## src/core/cdx_pkg.sv

```systemverilog
// Constants for the complement and decrement execution slice
package cdx_pkg;
	localparam int unsigned INSN_W      = 14;
	localparam int unsigned DATA_W      = 8;
	localparam int unsigned ADDR_W      = 7;
	localparam int unsigned OPC_MSB     = 13;
	localparam int unsigned OPC_LSB     = 8;
	localparam int unsigned DEST_BIT    = 7;
	localparam logic [5:0]  OPC_INVERT  = 6'h09;
	localparam logic [5:0]  OPC_DECR    = 6'h03;
	localparam logic [7:0]  DATA_ONE    = 8'h01;
	localparam logic [7:0]  DATA_ZERO   = 8'h00;
	localparam logic [7:0]  ACC_RESET   = 8'h00;
	localparam int unsigned STAT_ZBIT   = 2;
	localparam logic [7:0]  STAT_RESET  = 8'h18;
	typedef enum logic [1:0] {CDX_OP_NONE, CDX_OP_INVERT, CDX_OP_DECR} cdx_op_t;
endpackage : cdx_pkg

```

## src/core/cdx_alu.sv

```systemverilog
// Combinational decode and arithmetic for the two file-register operations
`timescale 1ns/1ps
module cdx_alu
(
	input  wire logic [13:0]     insn,
	input  wire logic [7:0]      operand,
	output cdx_pkg::cdx_op_t     op,
	output logic      [7:0]      result,
	output logic                 result_zero
);
	logic [5:0] opc;

	always_comb
	begin
		opc = insn[cdx_pkg::OPC_MSB:cdx_pkg::OPC_LSB];
		op = cdx_pkg::CDX_OP_NONE;
		result = operand;
		if (opc == cdx_pkg::OPC_INVERT)
		begin
			op = cdx_pkg::CDX_OP_INVERT;
			result = ~operand;
		end
		else if (opc == cdx_pkg::OPC_DECR)
		begin
			op = cdx_pkg::CDX_OP_DECR;
			result = operand - cdx_pkg::DATA_ONE;
		end
		result_zero = (result == cdx_pkg::DATA_ZERO);
	end
endmodule : cdx_alu

```

## src/core/cdx_exec.sv

```systemverilog
// Execution slice for invert_file_op and decrement_file_op
`timescale 1ns/1ps
module cdx_exec
(
	input  wire logic        clk,
	input  wire logic        srst,
	input  wire logic        insn_valid,
	input  wire logic [13:0] insn,
	output logic      [6:0]  file_raddr,
	input  wire logic [7:0]  file_rdata,
	output logic             file_we,
	output logic      [6:0]  file_waddr,
	output logic      [7:0]  file_wdata,
	output logic      [7:0]  acc,
	output logic      [7:0]  status,
	output logic             op_done
);
	cdx_pkg::cdx_op_t op;
	logic [7:0]       result;
	logic             result_zero;
	logic             hit;
	logic             dest_file;

	logic [7:0] acc_reg, acc_next;
	logic [7:0] status_reg, status_next;
	logic       file_we_reg, file_we_next;
	logic [6:0] file_waddr_reg, file_waddr_next;
	logic [7:0] file_wdata_reg, file_wdata_next;
	logic       done_reg, done_next;

	// Operand is read combinationally so the whole operation fits one cycle
	assign file_raddr = insn[cdx_pkg::ADDR_W-1:0];
	assign dest_file  = insn[cdx_pkg::DEST_BIT];

	// Limitation: a write lands one edge after the taking edge, so an operation on the
	// same address in the very next cycle needs a bypass outside this block
	cdx_alu u_alu
	(
		.insn        (insn),
		.operand     (file_rdata),
		.op          (op),
		.result      (result),
		.result_zero (result_zero)
	);

	// Opcodes outside the two are ignored even when issued, so no partial state is left
	assign hit = insn_valid && (op != cdx_pkg::CDX_OP_NONE);

	always_comb
	begin
		acc_next        = acc_reg;
		status_next     = status_reg;
		file_we_next    = 1'b0;
		file_waddr_next = file_waddr_reg;
		file_wdata_next = file_wdata_reg;
		done_next       = hit;
		if (hit)
		begin
			// Only the zero bit changes; other flags belong to other operations
			status_next[cdx_pkg::STAT_ZBIT] = result_zero;
			if (dest_file)
			begin
				file_we_next    = 1'b1;
				file_waddr_next = file_raddr;
				file_wdata_next = result;
			end
			else
			begin
				acc_next = result;
			end
		end
	end

	always_ff @(posedge clk)
	begin
		if (srst)
		begin
			acc_reg        <= cdx_pkg::ACC_RESET;
			status_reg     <= cdx_pkg::STAT_RESET;
			file_we_reg    <= 1'b0;
			file_waddr_reg <= 7'h00;
			file_wdata_reg <= 8'h00;
			done_reg       <= 1'b0;
		end
		else
		begin
			acc_reg        <= acc_next;
			status_reg     <= status_next;
			file_we_reg    <= file_we_next;
			file_waddr_reg <= file_waddr_next;
			file_wdata_reg <= file_wdata_next;
			done_reg       <= done_next;
		end
	end

	// Write address and data keep their last values; only the strobe marks a new write
	assign acc        = acc_reg;
	assign status     = status_reg;
	assign file_we    = file_we_reg;
	assign file_waddr = file_waddr_reg;
	assign file_wdata = file_wdata_reg;
	assign op_done    = done_reg;
endmodule : cdx_exec

```

## config.mk

```make
export PLATFORM = sky130hd
export DESIGN_NAME = cdx_exec
export DESIGN_NICKNAME = d
export VERILOG_FILES = /design/src/core/cdx_pkg.sv /design/src/core/cdx_alu.sv /design/src/core/cdx_exec.sv
export SDC_FILE = /design/constraint.sdc
export NUM_CORES = 1
export LEC_CHECK = 0
export CAP_MARGIN = 20
export CELL_PAD_IN_SITES_DETAIL_PLACEMENT = 1
export CELL_PAD_IN_SITES_GLOBAL_PLACEMENT = 2
export CORE_MARGIN = 2
export CORE_UTILIZATION = 30
export DETAILED_ROUTE_END_ITERATION = 8
export DONT_BUFFER_PORTS = 1
export PLACE_DENSITY = 0.77
export SETUP_SLACK_MARGIN = 0.02
export SYNTH_ARGS = -nofsm -noshare
export SYNTH_HDL_FRONTEND = slang
export SYNTH_SLANG_ARGS = --single-unit
```

## constraint.sdc

```tcl
create_clock -name clk -period 2.2 [get_ports clk]
set_clock_uncertainty 0.2 [all_clocks]
set_input_delay 0.33 -clock clk [delete_from_list [all_inputs] [get_ports clk]]
set_output_delay 0.33 -clock clk [all_outputs]
set_load 0.01 [all_outputs]
```

* Word level (Yosys, flattened, before mapping)
Cells that the tools add are included.
Cells by class: reductions and logical operators 6, multipliers 0, mux-type cells 5, shift operators 0, magnitude comparators 0, eq/ne operators 2, $add $sub $neg 1, div/mod/pow operators 0, bitwise gates (word level) 3
Operators with widths (number):
- 2-to-1 mux 8 bit | 2
- logical NOT 8 bit | 1
- NOT 8 bit | 1
- subtractor 8 x 1 -> 8 bit, second input constant | 1
- equality test 6 x 2 -> 1 bit, second input constant | 1
- equality test 6 x 4 -> 1 bit, second input constant | 1
- 2-to-1 mux 2 bit | 2
- AND reduction 2 bit | 2
- NOT 1 bit | 2
- nonzero test 2 bit | 1
- OR reduction 2 bit | 1
- logical AND 1 bit | 1
- 2-to-1 mux 1 bit | 1
Storage, ports and cells: register bits after elaboration 26, memory bits (read-only) 0, word-level logic and storage cells 23, input port bits 25, memories 0, RAM bits 0, latch bits 0, output and inout bits 40

* Logic depth before layout (Yosys ltp)
Gate-level depths: netlist of the first run.
word-level depth 7, mapped depth 7

* Modules after synthesis
A second synthesis of the first run with hierarchy kept.
Unflattened totals: cell total of the unflattened synthesis 190, area, all modules 1557.7 µm²
By module, submodules not included:
- cdx_exec | seq. area each 520.5 µm², instances 1, area each 1183.6 µm², cells each 135
- cdx_alu | seq. area each 0.0 µm², instances 1, area each 374.1 µm², cells each 55

* Least setup slack after synthesis of the first run
Ideal clock, no wire load.
path kind input -> register, start input insn[11], end register status_reg[2] (netlist: status[2]), cell stages on the path 6, setup time 0.128 ns, arrival time 1.812 ns, setup slack 0.060 ns, cells stage by stage buf_6 > or4b_4 > or3_1 > o311a_1 > nand4b_1 > o31ai_2
Between the ends: longest elaborated chain between the ends 5, elaborated cells on any way between the ends 9
Ends and longest elaborated chain:
- start, declared | line cdx_exec.sv:8 | input wire logic [13:0] insn,
- equality test 6 x 2 -> 1 bit | line cdx_alu.sv:23 | else if (opc == cdx_pkg::OPC_DECR)
- 2-to-1 mux 2 bit | line cdx_alu.sv:23
- 2-to-1 mux 2 bit | line cdx_alu.sv:18 | if (opc == cdx_pkg::OPC_INVERT)
- nonzero test 2 bit | line cdx_exec.sv:47 | assign hit = insn_valid && (op != cdx_pkg::CDX_OP_NONE);
- logical AND 1 bit | line cdx_exec.sv:47
- end signal, assigned | line cdx_exec.sv:79 | status_reg <= cdx_pkg::STAT_RESET;
- end signal, assigned | line cdx_exec.sv:88 | status_reg <= status_next;
- end, declared | line cdx_exec.sv:25 | logic [7:0] status_reg, status_next;
Parallel ways exist; a longest one is shown, timed or not. A chain may end at the register's enable or synchronous reset.

* Worst setup path after layout of the first run
start input insn[13], end register status_reg[2] (netlist: status[2])
Same word-level chain as after synthesis.

==> results of run 1 <==
[cell usage after synthesis (all sizes together), types with 2 or more instances]
| cell | count |
|---|---|
| inv | 5 |
| a21oi | 9 |
| or4 | 2 |
| xor2 | 4 |
| or4b | 2 |
| o31ai | 2 |
| nand3b | 2 |
| mux2i | 2 |
| nand2 | 18 |
| nor4 | 2 |
| buf | 21 |
| xnor2 | 3 |
| conb | 2 |
| nand3 | 2 |
| or3 | 2 |
| a211oi | 14 |
| nor2 | 24 |
| clkbuf | 5 |
| dfxtp | 26 |
| a311oi | 2 |
| o21ai | 6 |
| o311ai | 2 |
[placed cells by master (no fill, tap or decap), types with 4 or more instances in the layout]
master / instances
sky130_fd_sc_hd__buf_4: 5
sky130_fd_sc_hd__nor2_1: 22
sky130_fd_sc_hd__nand2_1: 18
sky130_fd_sc_hd__inv_1: 5
sky130_fd_sc_hd__dlygate4sd3_1: 8
sky130_fd_sc_hd__a21oi_1: 9
sky130_fd_sc_hd__a211oi_2: 4
sky130_fd_sc_hd__a211oi_1: 10
sky130_fd_sc_hd__o21ai_0: 6
sky130_fd_sc_hd__dfxtp_1: 26
sky130_fd_sc_hd__xor2_1: 4
sky130_fd_sc_hd__conb_1: 7
[final cells by class]
type	instances	area share, %
multi-input cells	120	49.7
flip-flops and latches	26	34.2
repair buffers	13	7.73
well taps	54	4.44
clock buffers	3	2.71
inverters	5	1.23
[layer usage]
layer / up-vias / track usage (%)
met5: - / 0
met4: 0 / 4.85
met3: 2 / 3.02
met2: 34 / 24.3
met1: 540 / 16.0
li1: 574 / -
[worst max-delay path, cell delays in order]
cell,delay (ns)
sky130_fd_sc_hd__or4b_1,0.68
sky130_fd_sc_hd__o21ai_0,0.30
sky130_fd_sc_hd__a22oi_1,0.19
sky130_fd_sc_hd__nand4b_1,0.23
sky130_fd_sc_hd__o31ai_2,0.18
[power breakdown]
part           leakage [uW]  switching [uW]  internal [uW]  total [uW]
clock             0.0000216             132            122         254
sequential         0.000210            3.38            473         476
combinational      0.000255            50.6           39.5        90.1
[kinds of logic after synthesis]
group	synth area share, %
flops	36.1
other cells	0.521
compound gates	22.0
buf+inv	12.8
mux	1.39
xor+xnor	4.25
fa+ha+maj	0.868
simple gates	22.0
[per-stage QoR]
| stage | worst slack [ns] | hold WS, ns | utilization, % | TNS (ns) | cell area (um^2) |
|---|---|---|---|---|---|
| final | 0.276 | 0.0119 | 32.4 | 0 | 1520 |
| after CTS | 0.258 | 0.00798 | 32.4 | 0 | 1520 |
| after floorplan | 0.0602 | 0.226 | - | 0 | 1460 |
| after global placement | 0.0847 | 0.199 | 29.8 | 0 | 1400 |
| after detailed placement | -0.00849 | 0.200 | 29.8 | -0.00849 | 1400 |
| after global routing | 0.189 | 0.0103 | 32.4 | 0 | 1520 |
[worst max path at each step]
stage                     startpoint        end  slack [ns]  cells after the start
final                       insn[13]  status[2]        0.28                      5
after floorplan             insn[11]  status[2]        0.06                      6
after global placement      insn[13]  status[2]        0.08                      5
after detailed placement    insn[13]  status[2]      -0.008                      5
after CTS                   insn[13]  status[2]        0.26                      5
after global routing        insn[13]  status[2]        0.19                      5
[what timing repair did]
item	4_1_cts	5_1_grt
setup endpoints to repair	0	0
endpoints found under the hold margin	25	0
hold buffers	8	0
==> impl_metrics.xml, run 1 <==
<?xml version="1.0" encoding="UTF-8"?>
<metrics>
  <group name="setup_path">
    <metric name="worstSetupEndpointType" unit="">flip-flop</metric>
    <metric name="rr_worst_depth" unit="">2</metric>
    <metric name="critical_path_arrival" unit="ns">1.91</metric>
    <metric name="worstSetupPathType" unit="">input port to flip-flop</metric>
    <metric name="reg2reg_to" unit="">file_wdata[5]</metric>
    <metric name="regToRegSetupSlack" unit="ns">1.22</metric>
    <metric name="setup.worst_path.start_class" unit="">input port</metric>
    <metric name="crit_required" unit="ns">2.18</metric>
    <metric name="regToRegStartpoint" unit="">file_wdata[5]</metric>
    <metric name="critical_path.max_fanout" unit="">8</metric>
  </group>
  <group name="global_route">
    <metric name="grt_overflow_total" unit="">0</metric>
    <metric name="grt_max_degree" unit="">26</metric>
    <metric name="first_global_vias" unit="">1238</metric>
    <metric name="grt_util_all_layers" unit="%">13.6</metric>
    <metric name="initial_antenna_violation_count" unit="">0</metric>
    <metric name="grt_first_pass_wirelength" unit="um">5710</metric>
  </group>
  <group name="run_status">
    <metric name="status" unit="">completed</metric>
  </group>
  <group name="route">
    <metric name="avgViaCountPerCell" unit="">5.20</metric>
    <metric name="drt-met1-wl" unit="um">1520</metric>
    <metric name="detail_route.first_pass.iterations" unit="">4</metric>
    <metric name="met2RoutedLength" unit="um">1900</metric>
    <metric name="highest-signal-layer" unit="">met4</metric>
    <metric name="antenna_left" unit="">0</metric>
    <metric name="remaining_drc_errors" unit="">0</metric>
    <metric name="met3_wirelength" unit="um">223</metric>
    <metric name="drt-initial-drc-count" unit="">57</metric>
    <metric name="wl" unit="um">3680</metric>
    <metric name="vias" unit="">1150</metric>
    <metric name="detail_route.wl_per_cell" unit="um">16.7</metric>
  </group>
  <group name="placed_design">
    <metric name="hpwl" unit="um">2760</metric>
    <metric name="place.detailed.instances" unit="">210</metric>
    <metric name="gp_congestion" unit="">0.775</metric>
    <metric name="io_buffers" unit="">0</metric>
  </group>
  <group name="power">
    <metric name="peak_supply_drop" unit="mV">0.160</metric>
    <metric name="leakage" unit="uW">0.000486</metric>
    <metric name="power_density" unit="mW/mm^2">540</metric>
    <metric name="fin_total_pwr" unit="uW">821</metric>
  </group>
  <group name="synthesis">
    <metric name="synth_area_leaders" unit="">sky130_fd_sc_hd__dfxtp_1, sky130_fd_sc_hd__buf_4, sky130_fd_sc_hd__nor2_1</metric>
    <metric name="synth_area_leader_cell" unit="">sky130_fd_sc_hd__dfxtp_1</metric>
    <metric name="number_of_synthesized_flops_with_an_enable_pin" unit="">0</metric>
    <metric name="postSynth.topFlopCell" unit="">sky130_fd_sc_hd__dfxtp_1</metric>
    <metric name="postSynthCellCount" unit="">172</metric>
    <metric name="asyncSetResetFlopFracSynth" unit="%">0</metric>
    <metric name="synthDistinctLibCells" unit="">44</metric>
    <metric name="ff_latch_count_synth" unit="">26</metric>
    <metric name="syn-mean-instance-area" unit="um^2">8.38</metric>
    <metric name="netlist.area_leader.share" unit="%">36.1</metric>
    <metric name="synth_seq_area_share" unit="%">36.1</metric>
    <metric name="syn_area" unit="mm^2">0.00144</metric>
    <metric name="synth_warnings" unit="">0</metric>
  </group>
  <group name="die">
    <metric name="die_area" unit="mm^2">0.00538</metric>
    <metric name="rows" unit="">25</metric>
    <metric name="die_w" unit="um">73.3</metric>
    <metric name="chipHeight" unit="um">73.3</metric>
    <metric name="coreArea" unit="mm^2">0.00469</metric>
    <metric name="top_level_ports" unit="">65</metric>
    <metric name="initial_core_util" unit="%">30.7</metric>
  </group>
  <group name="layout">
    <metric name="signed_area_change_from_the_synthesized_netlist_to_the_final_layout" unit="%">5.56</metric>
    <metric name="filler_cell_count" unit="">569</metric>
    <metric name="finalNetCount" unit="">195</metric>
    <metric name="sequential_cell_area" unit="um^2">520</metric>
    <metric name="antenna_cells" unit="">0</metric>
    <metric name="multi_input_comb_area" unit="um^2">756</metric>
    <metric name="drive_above_1_share" unit="%">10.8</metric>
    <metric name="post_layout_nonfiller_instances" unit="">221</metric>
  </group>
  <group name="cts">
    <metric name="cts_buffer_depth" unit="">2</metric>
    <metric name="tritoncts_num_sinks" unit="">26</metric>
    <metric name="clock_transition_time_at_the_flip_flop_clock_pins_of_the_worst_setup_and_hold_paths" unit="ns">0.08</metric>
    <metric name="tritoncts.num_buffers" unit="">3</metric>
    <metric name="cts_tree" unit="">done</metric>
    <metric name="cts_root_buf" unit="">sky130_fd_sc_hd__clkbuf_8</metric>
    <metric name="cts_post_setup_buffers_inserted" unit="">0</metric>
    <metric name="clock_latency_on_the_worst_skew_pair" unit="ns">0.26</metric>
    <metric name="cts_htree_levels" unit="">1</metric>
    <metric name="post_cts.resized_instances" unit="">0</metric>
  </group>
  <group name="timing">
    <metric name="maxSlewHeadroom" unit="%">34.8</metric>
    <metric name="fin_crit" unit="ns">1.92</metric>
    <metric name="rsz0062_at_grt" unit="">false</metric>
    <metric name="final_hold_viol_count" unit="">0</metric>
    <metric name="final_slew_viol_count" unit="">0</metric>
    <metric name="timing.fmax" unit="GHz">0.520</metric>
    <metric name="setup-violations-final" unit="">0</metric>
    <metric name="min_period_over_period" unit="%">87.5</metric>
    <metric name="worst_slew_pin_slew" unit="ns">0.975</metric>
  </group>
  <group name="min_path">
    <metric name="hold_path_startpoint" unit="">insn[6]</metric>
    <metric name="hold_depth" unit="">2</metric>
    <metric name="timing.hold.worst.class" unit="">input port to flip-flop</metric>
    <metric name="whs_endpoint" unit="">file_waddr[6]</metric>
  </group>
  <group name="flow_run">
    <metric name="max_cap_viol_count" unit="">0</metric>
  </group>
</metrics>
No activity file was read; power rests on OpenSTA's default activity.
==> run 2, diff against run 1 <==
==> constraint.sdc (replaced) <==
create_clock -name clk -period 2.2 [get_ports clk]
set_clock_uncertainty 0.2 [all_clocks]
set_input_delay 0.22 -clock clk [delete_from_list [all_inputs] [get_ports clk]]
set_output_delay 0.22 -clock clk [all_outputs]
set_load 0.01 [all_outputs]
==> run 2 against run 1 <==
Critical path depth unchanged. Core utilization increased by 0.59 points. Die area unchanged. Cell area grew 1.8%. Largest cell class unchanged. Largest power group unchanged.
==> impl_metrics.xml, run 2 (same netlist as run 1, synthesis figures left out) <==
<?xml version="1.0" encoding="UTF-8"?>
<metrics>
  <group name="placed_design">
    <metric name="gp_congestion" unit="">0.786</metric>
    <metric name="io_buffers" unit="">0</metric>
    <metric name="hpwl" unit="um">2760</metric>
  </group>
  <group name="setup_path">
    <metric name="rr_worst_depth" unit="">2</metric>
    <metric name="startpoint" unit="">srst</metric>
    <metric name="setup.worst_path.end" unit="">status[2]</metric>
    <metric name="setup.worst_path.start_class" unit="">input port</metric>
    <metric name="critical_path.max_fanout" unit="">16</metric>
    <metric name="cp_cell_sequence" unit="">dlygate4sd3_1, buf_8, nor4_1, nand3_1, o31ai_2</metric>
    <metric name="critical_path_arrival" unit="ns">1.87</metric>
    <metric name="cp_slowest_cell" unit="">sky130_fd_sc_hd__dlygate4sd3_1</metric>
    <metric name="worstSetupPathType" unit="">input port to flip-flop</metric>
    <metric name="reg2reg_to" unit="">file_wdata[2]</metric>
    <metric name="regToRegSetupSlack" unit="ns">1.24</metric>
    <metric name="crit_required" unit="ns">2.18</metric>
    <metric name="critical_path.max_stage_delay" unit="ns">0.74</metric>
    <metric name="worstSetupEndpointType" unit="">flip-flop</metric>
    <metric name="regToRegStartpoint" unit="">file_wdata[2]</metric>
  </group>
  <group name="timing">
    <metric name="rsz0062_at_grt" unit="">false</metric>
    <metric name="worst_slew_pin_slew" unit="ns">0.555</metric>
    <metric name="final_slew_viol_count" unit="">0</metric>
    <metric name="final_hold_viol_count" unit="">0</metric>
    <metric name="maxSlewHeadroom" unit="%">62.9</metric>
    <metric name="timing.fmax" unit="GHz">0.529</metric>
    <metric name="fin_crit" unit="ns">1.89</metric>
    <metric name="min_period_over_period" unit="%">85.9</metric>
    <metric name="setup-tns-final" unit="ns">0</metric>
    <metric name="setup-violations-final" unit="">0</metric>
  </group>
  <group name="route">
    <metric name="vias" unit="">1150</metric>
    <metric name="avgViaCountPerCell" unit="">5.16</metric>
    <metric name="wl" unit="um">3740</metric>
    <metric name="antenna_left" unit="">0</metric>
    <metric name="drt-initial-drc-count" unit="">21</metric>
    <metric name="detail_route.wl_per_cell" unit="um">16.8</metric>
    <metric name="detail_route.first_pass.iterations" unit="">4</metric>
    <metric name="remaining_drc_errors" unit="">0</metric>
  </group>
  <group name="flow_run">
    <metric name="max_cap_viol_count" unit="">0</metric>
  </group>
  <group name="global_route">
    <metric name="gr-usage-met1" unit="%">17.4</metric>
    <metric name="grt_overflow_total" unit="">0</metric>
    <metric name="initial_antenna_violation_count" unit="">0</metric>
    <metric name="grt_util_all_layers" unit="%">14.3</metric>
    <metric name="first_global_vias" unit="">1256</metric>
    <metric name="grt_max_degree" unit="">28</metric>
    <metric name="grt_use_met3" unit="%">3.02</metric>
    <metric name="busiest_layer" unit="">met2</metric>
    <metric name="grt_first_pass_wirelength" unit="um">5950</metric>
    <metric name="use_met2" unit="%">24.8</metric>
  </group>
  <group name="power">
    <metric name="power_density" unit="mW/mm^2">537</metric>
    <metric name="net-switching-power" unit="uW">193</metric>
    <metric name="sw_frac_of_total" unit="%">23.2</metric>
    <metric name="power_frac_clock" unit="%">31.2</metric>
    <metric name="leakage" unit="uW">0.000497</metric>
    <metric name="peak_supply_drop" unit="mV">0.182</metric>
    <metric name="power_report.internal_total" unit="uW">639</metric>
    <metric name="pwr-share-seq" unit="%">57.2</metric>
    <metric name="power_frac_comb" unit="%">11.6</metric>
  </group>
  <group name="cts">
    <metric name="clock_latency_on_the_worst_skew_pair" unit="ns">0.26</metric>
    <metric name="cts_post_setup_buffers_inserted" unit="">0</metric>
    <metric name="cts_tree" unit="">done</metric>
    <metric name="cts_htree_levels" unit="">1</metric>
    <metric name="tritoncts_num_sinks" unit="">26</metric>
    <metric name="cts_root_buf" unit="">sky130_fd_sc_hd__clkbuf_8</metric>
    <metric name="clock_transition_time_at_the_flip_flop_clock_pins_of_the_worst_setup_and_hold_paths" unit="ns">0.08</metric>
    <metric name="tritoncts.num_buffers" unit="">3</metric>
    <metric name="cts_buffer_depth" unit="">2</metric>
  </group>
  <group name="die">
    <metric name="coreArea" unit="mm^2">0.00469</metric>
    <metric name="chipHeight" unit="um">73.3</metric>
    <metric name="die_w" unit="um">73.3</metric>
    <metric name="top_level_ports" unit="">65</metric>
    <metric name="rows" unit="">25</metric>
    <metric name="initial_core_util" unit="%">30.7</metric>
    <metric name="die_area" unit="mm^2">0.00538</metric>
  </group>
  <group name="layout">
    <metric name="layout.cells.most_common_list" unit="">sky130_fd_sc_hd__dfxtp_1, sky130_fd_sc_hd__nor2_1, sky130_fd_sc_hd__nand2_1</metric>
    <metric name="filler_cell_count" unit="">572</metric>
    <metric name="signed_area_change_from_the_synthesized_netlist_to_the_final_layout" unit="%">7.47</metric>
    <metric name="antenna_cells" unit="">0</metric>
    <metric name="final_core_util" unit="%">33.0</metric>
    <metric name="sequential_cell_area" unit="um^2">520</metric>
    <metric name="drive_above_1_share" unit="%">10.7</metric>
    <metric name="finalNetCount" unit="">197</metric>
    <metric name="mostFrequentLayoutCell" unit="">sky130_fd_sc_hd__dfxtp_1</metric>
    <metric name="multi_input_comb_area" unit="um^2">756</metric>
  </group>
  <group name="min_path">
    <metric name="timing.hold.worst.class" unit="">input port to flip-flop</metric>
  </group>
  <group name="run_status">
    <metric name="status" unit="">completed</metric>
  </group>
</metrics>
run 2: cell types whose count changed in the layout (fill, tap and decap cells not counted), sizes merged:
cell	delta
dlygate4sd3	+2
run 2: worst min path at each step:
stage,cells past startpoint,endpoint,startpoint
detailed placement,1,file_wdata[7],srst
floorplan,1,file_wdata[0],file_rdata[0]
global route,3,file_wdata[1],insn[9]
finish,2,op_done,insn_valid
CTS,3,file_wdata[1],insn[9]
global placement,1,file_wdata[5],srst
run 2: power by group through the flow:
stage,sequential (uW),combinational [uW],clock (uW)
3_5_place_dp,488,70.1,0
3_3_place_gp,488,67.2,0
5_1_grt,477,107,285
2_1_floorplan,487,94.7,0
6_report,476,96.2,260
4_1_cts,477,93.6,267
run 2: what timing repair did:
| action | 4_1_cts | 5_1_grt |
|---|---|---|
| gates resized for setup | 0 | 0 |
| endpoints found under the hold margin | 26 | 0 |
| endpoints found under the setup margin | 0 | 0 |
| hold buffers | 10 | 0 |
run 2: through the flow:
step / area [um^2] / power [uW] / setup WS (ns) / cells / hold slack, ns
2_1_floorplan: 1460 / 582 / 0.170 / 177 / 0.116
3_3_place_gp: 1390 / 555 / 0.165 / 209 / 0.0885
3_5_place_dp: 1390 / 558 / 0.0681 / 209 / 0.0899
4_1_cts: 1530 / 837 / 0.220 / 222 / 0.0359
5_1_grt: 1550 / 868 / 0.237 / 223 / 0.0520
6_report: 1550 / 832 / 0.311 / 223 / 0.0297
run 2: cell type report:
| cell class | count | area share [%] |
|---|---|---|
| tap | 54 | 4.36 |
| inverter | 5 | 1.21 |
| multi-input combinational | 120 | 48.8 |
| clock buffer | 3 | 2.67 |
| timing repair buffer | 15 | 9.37 |
| sequential | 26 | 33.6 |
run 2: per-layer routing:
| metal | vias to the layer above | part of all wire (%) |
|---|---|---|
| met5 | - | 0 |
| met4 | 0 | 0.88 |
| met3 | 2 | 6.3 |
| met2 | 36 | 52 |
| met1 | 537 | 41 |
| li1 | 575 | - |
run 2: critical path, delay by kind of cell:
kind,cells,cell delay (ns)
AO/OA/AOI/OAI,1,0.22
AND/OR/NAND/NOR,2,0.44
buffers and inverters,2,0.98
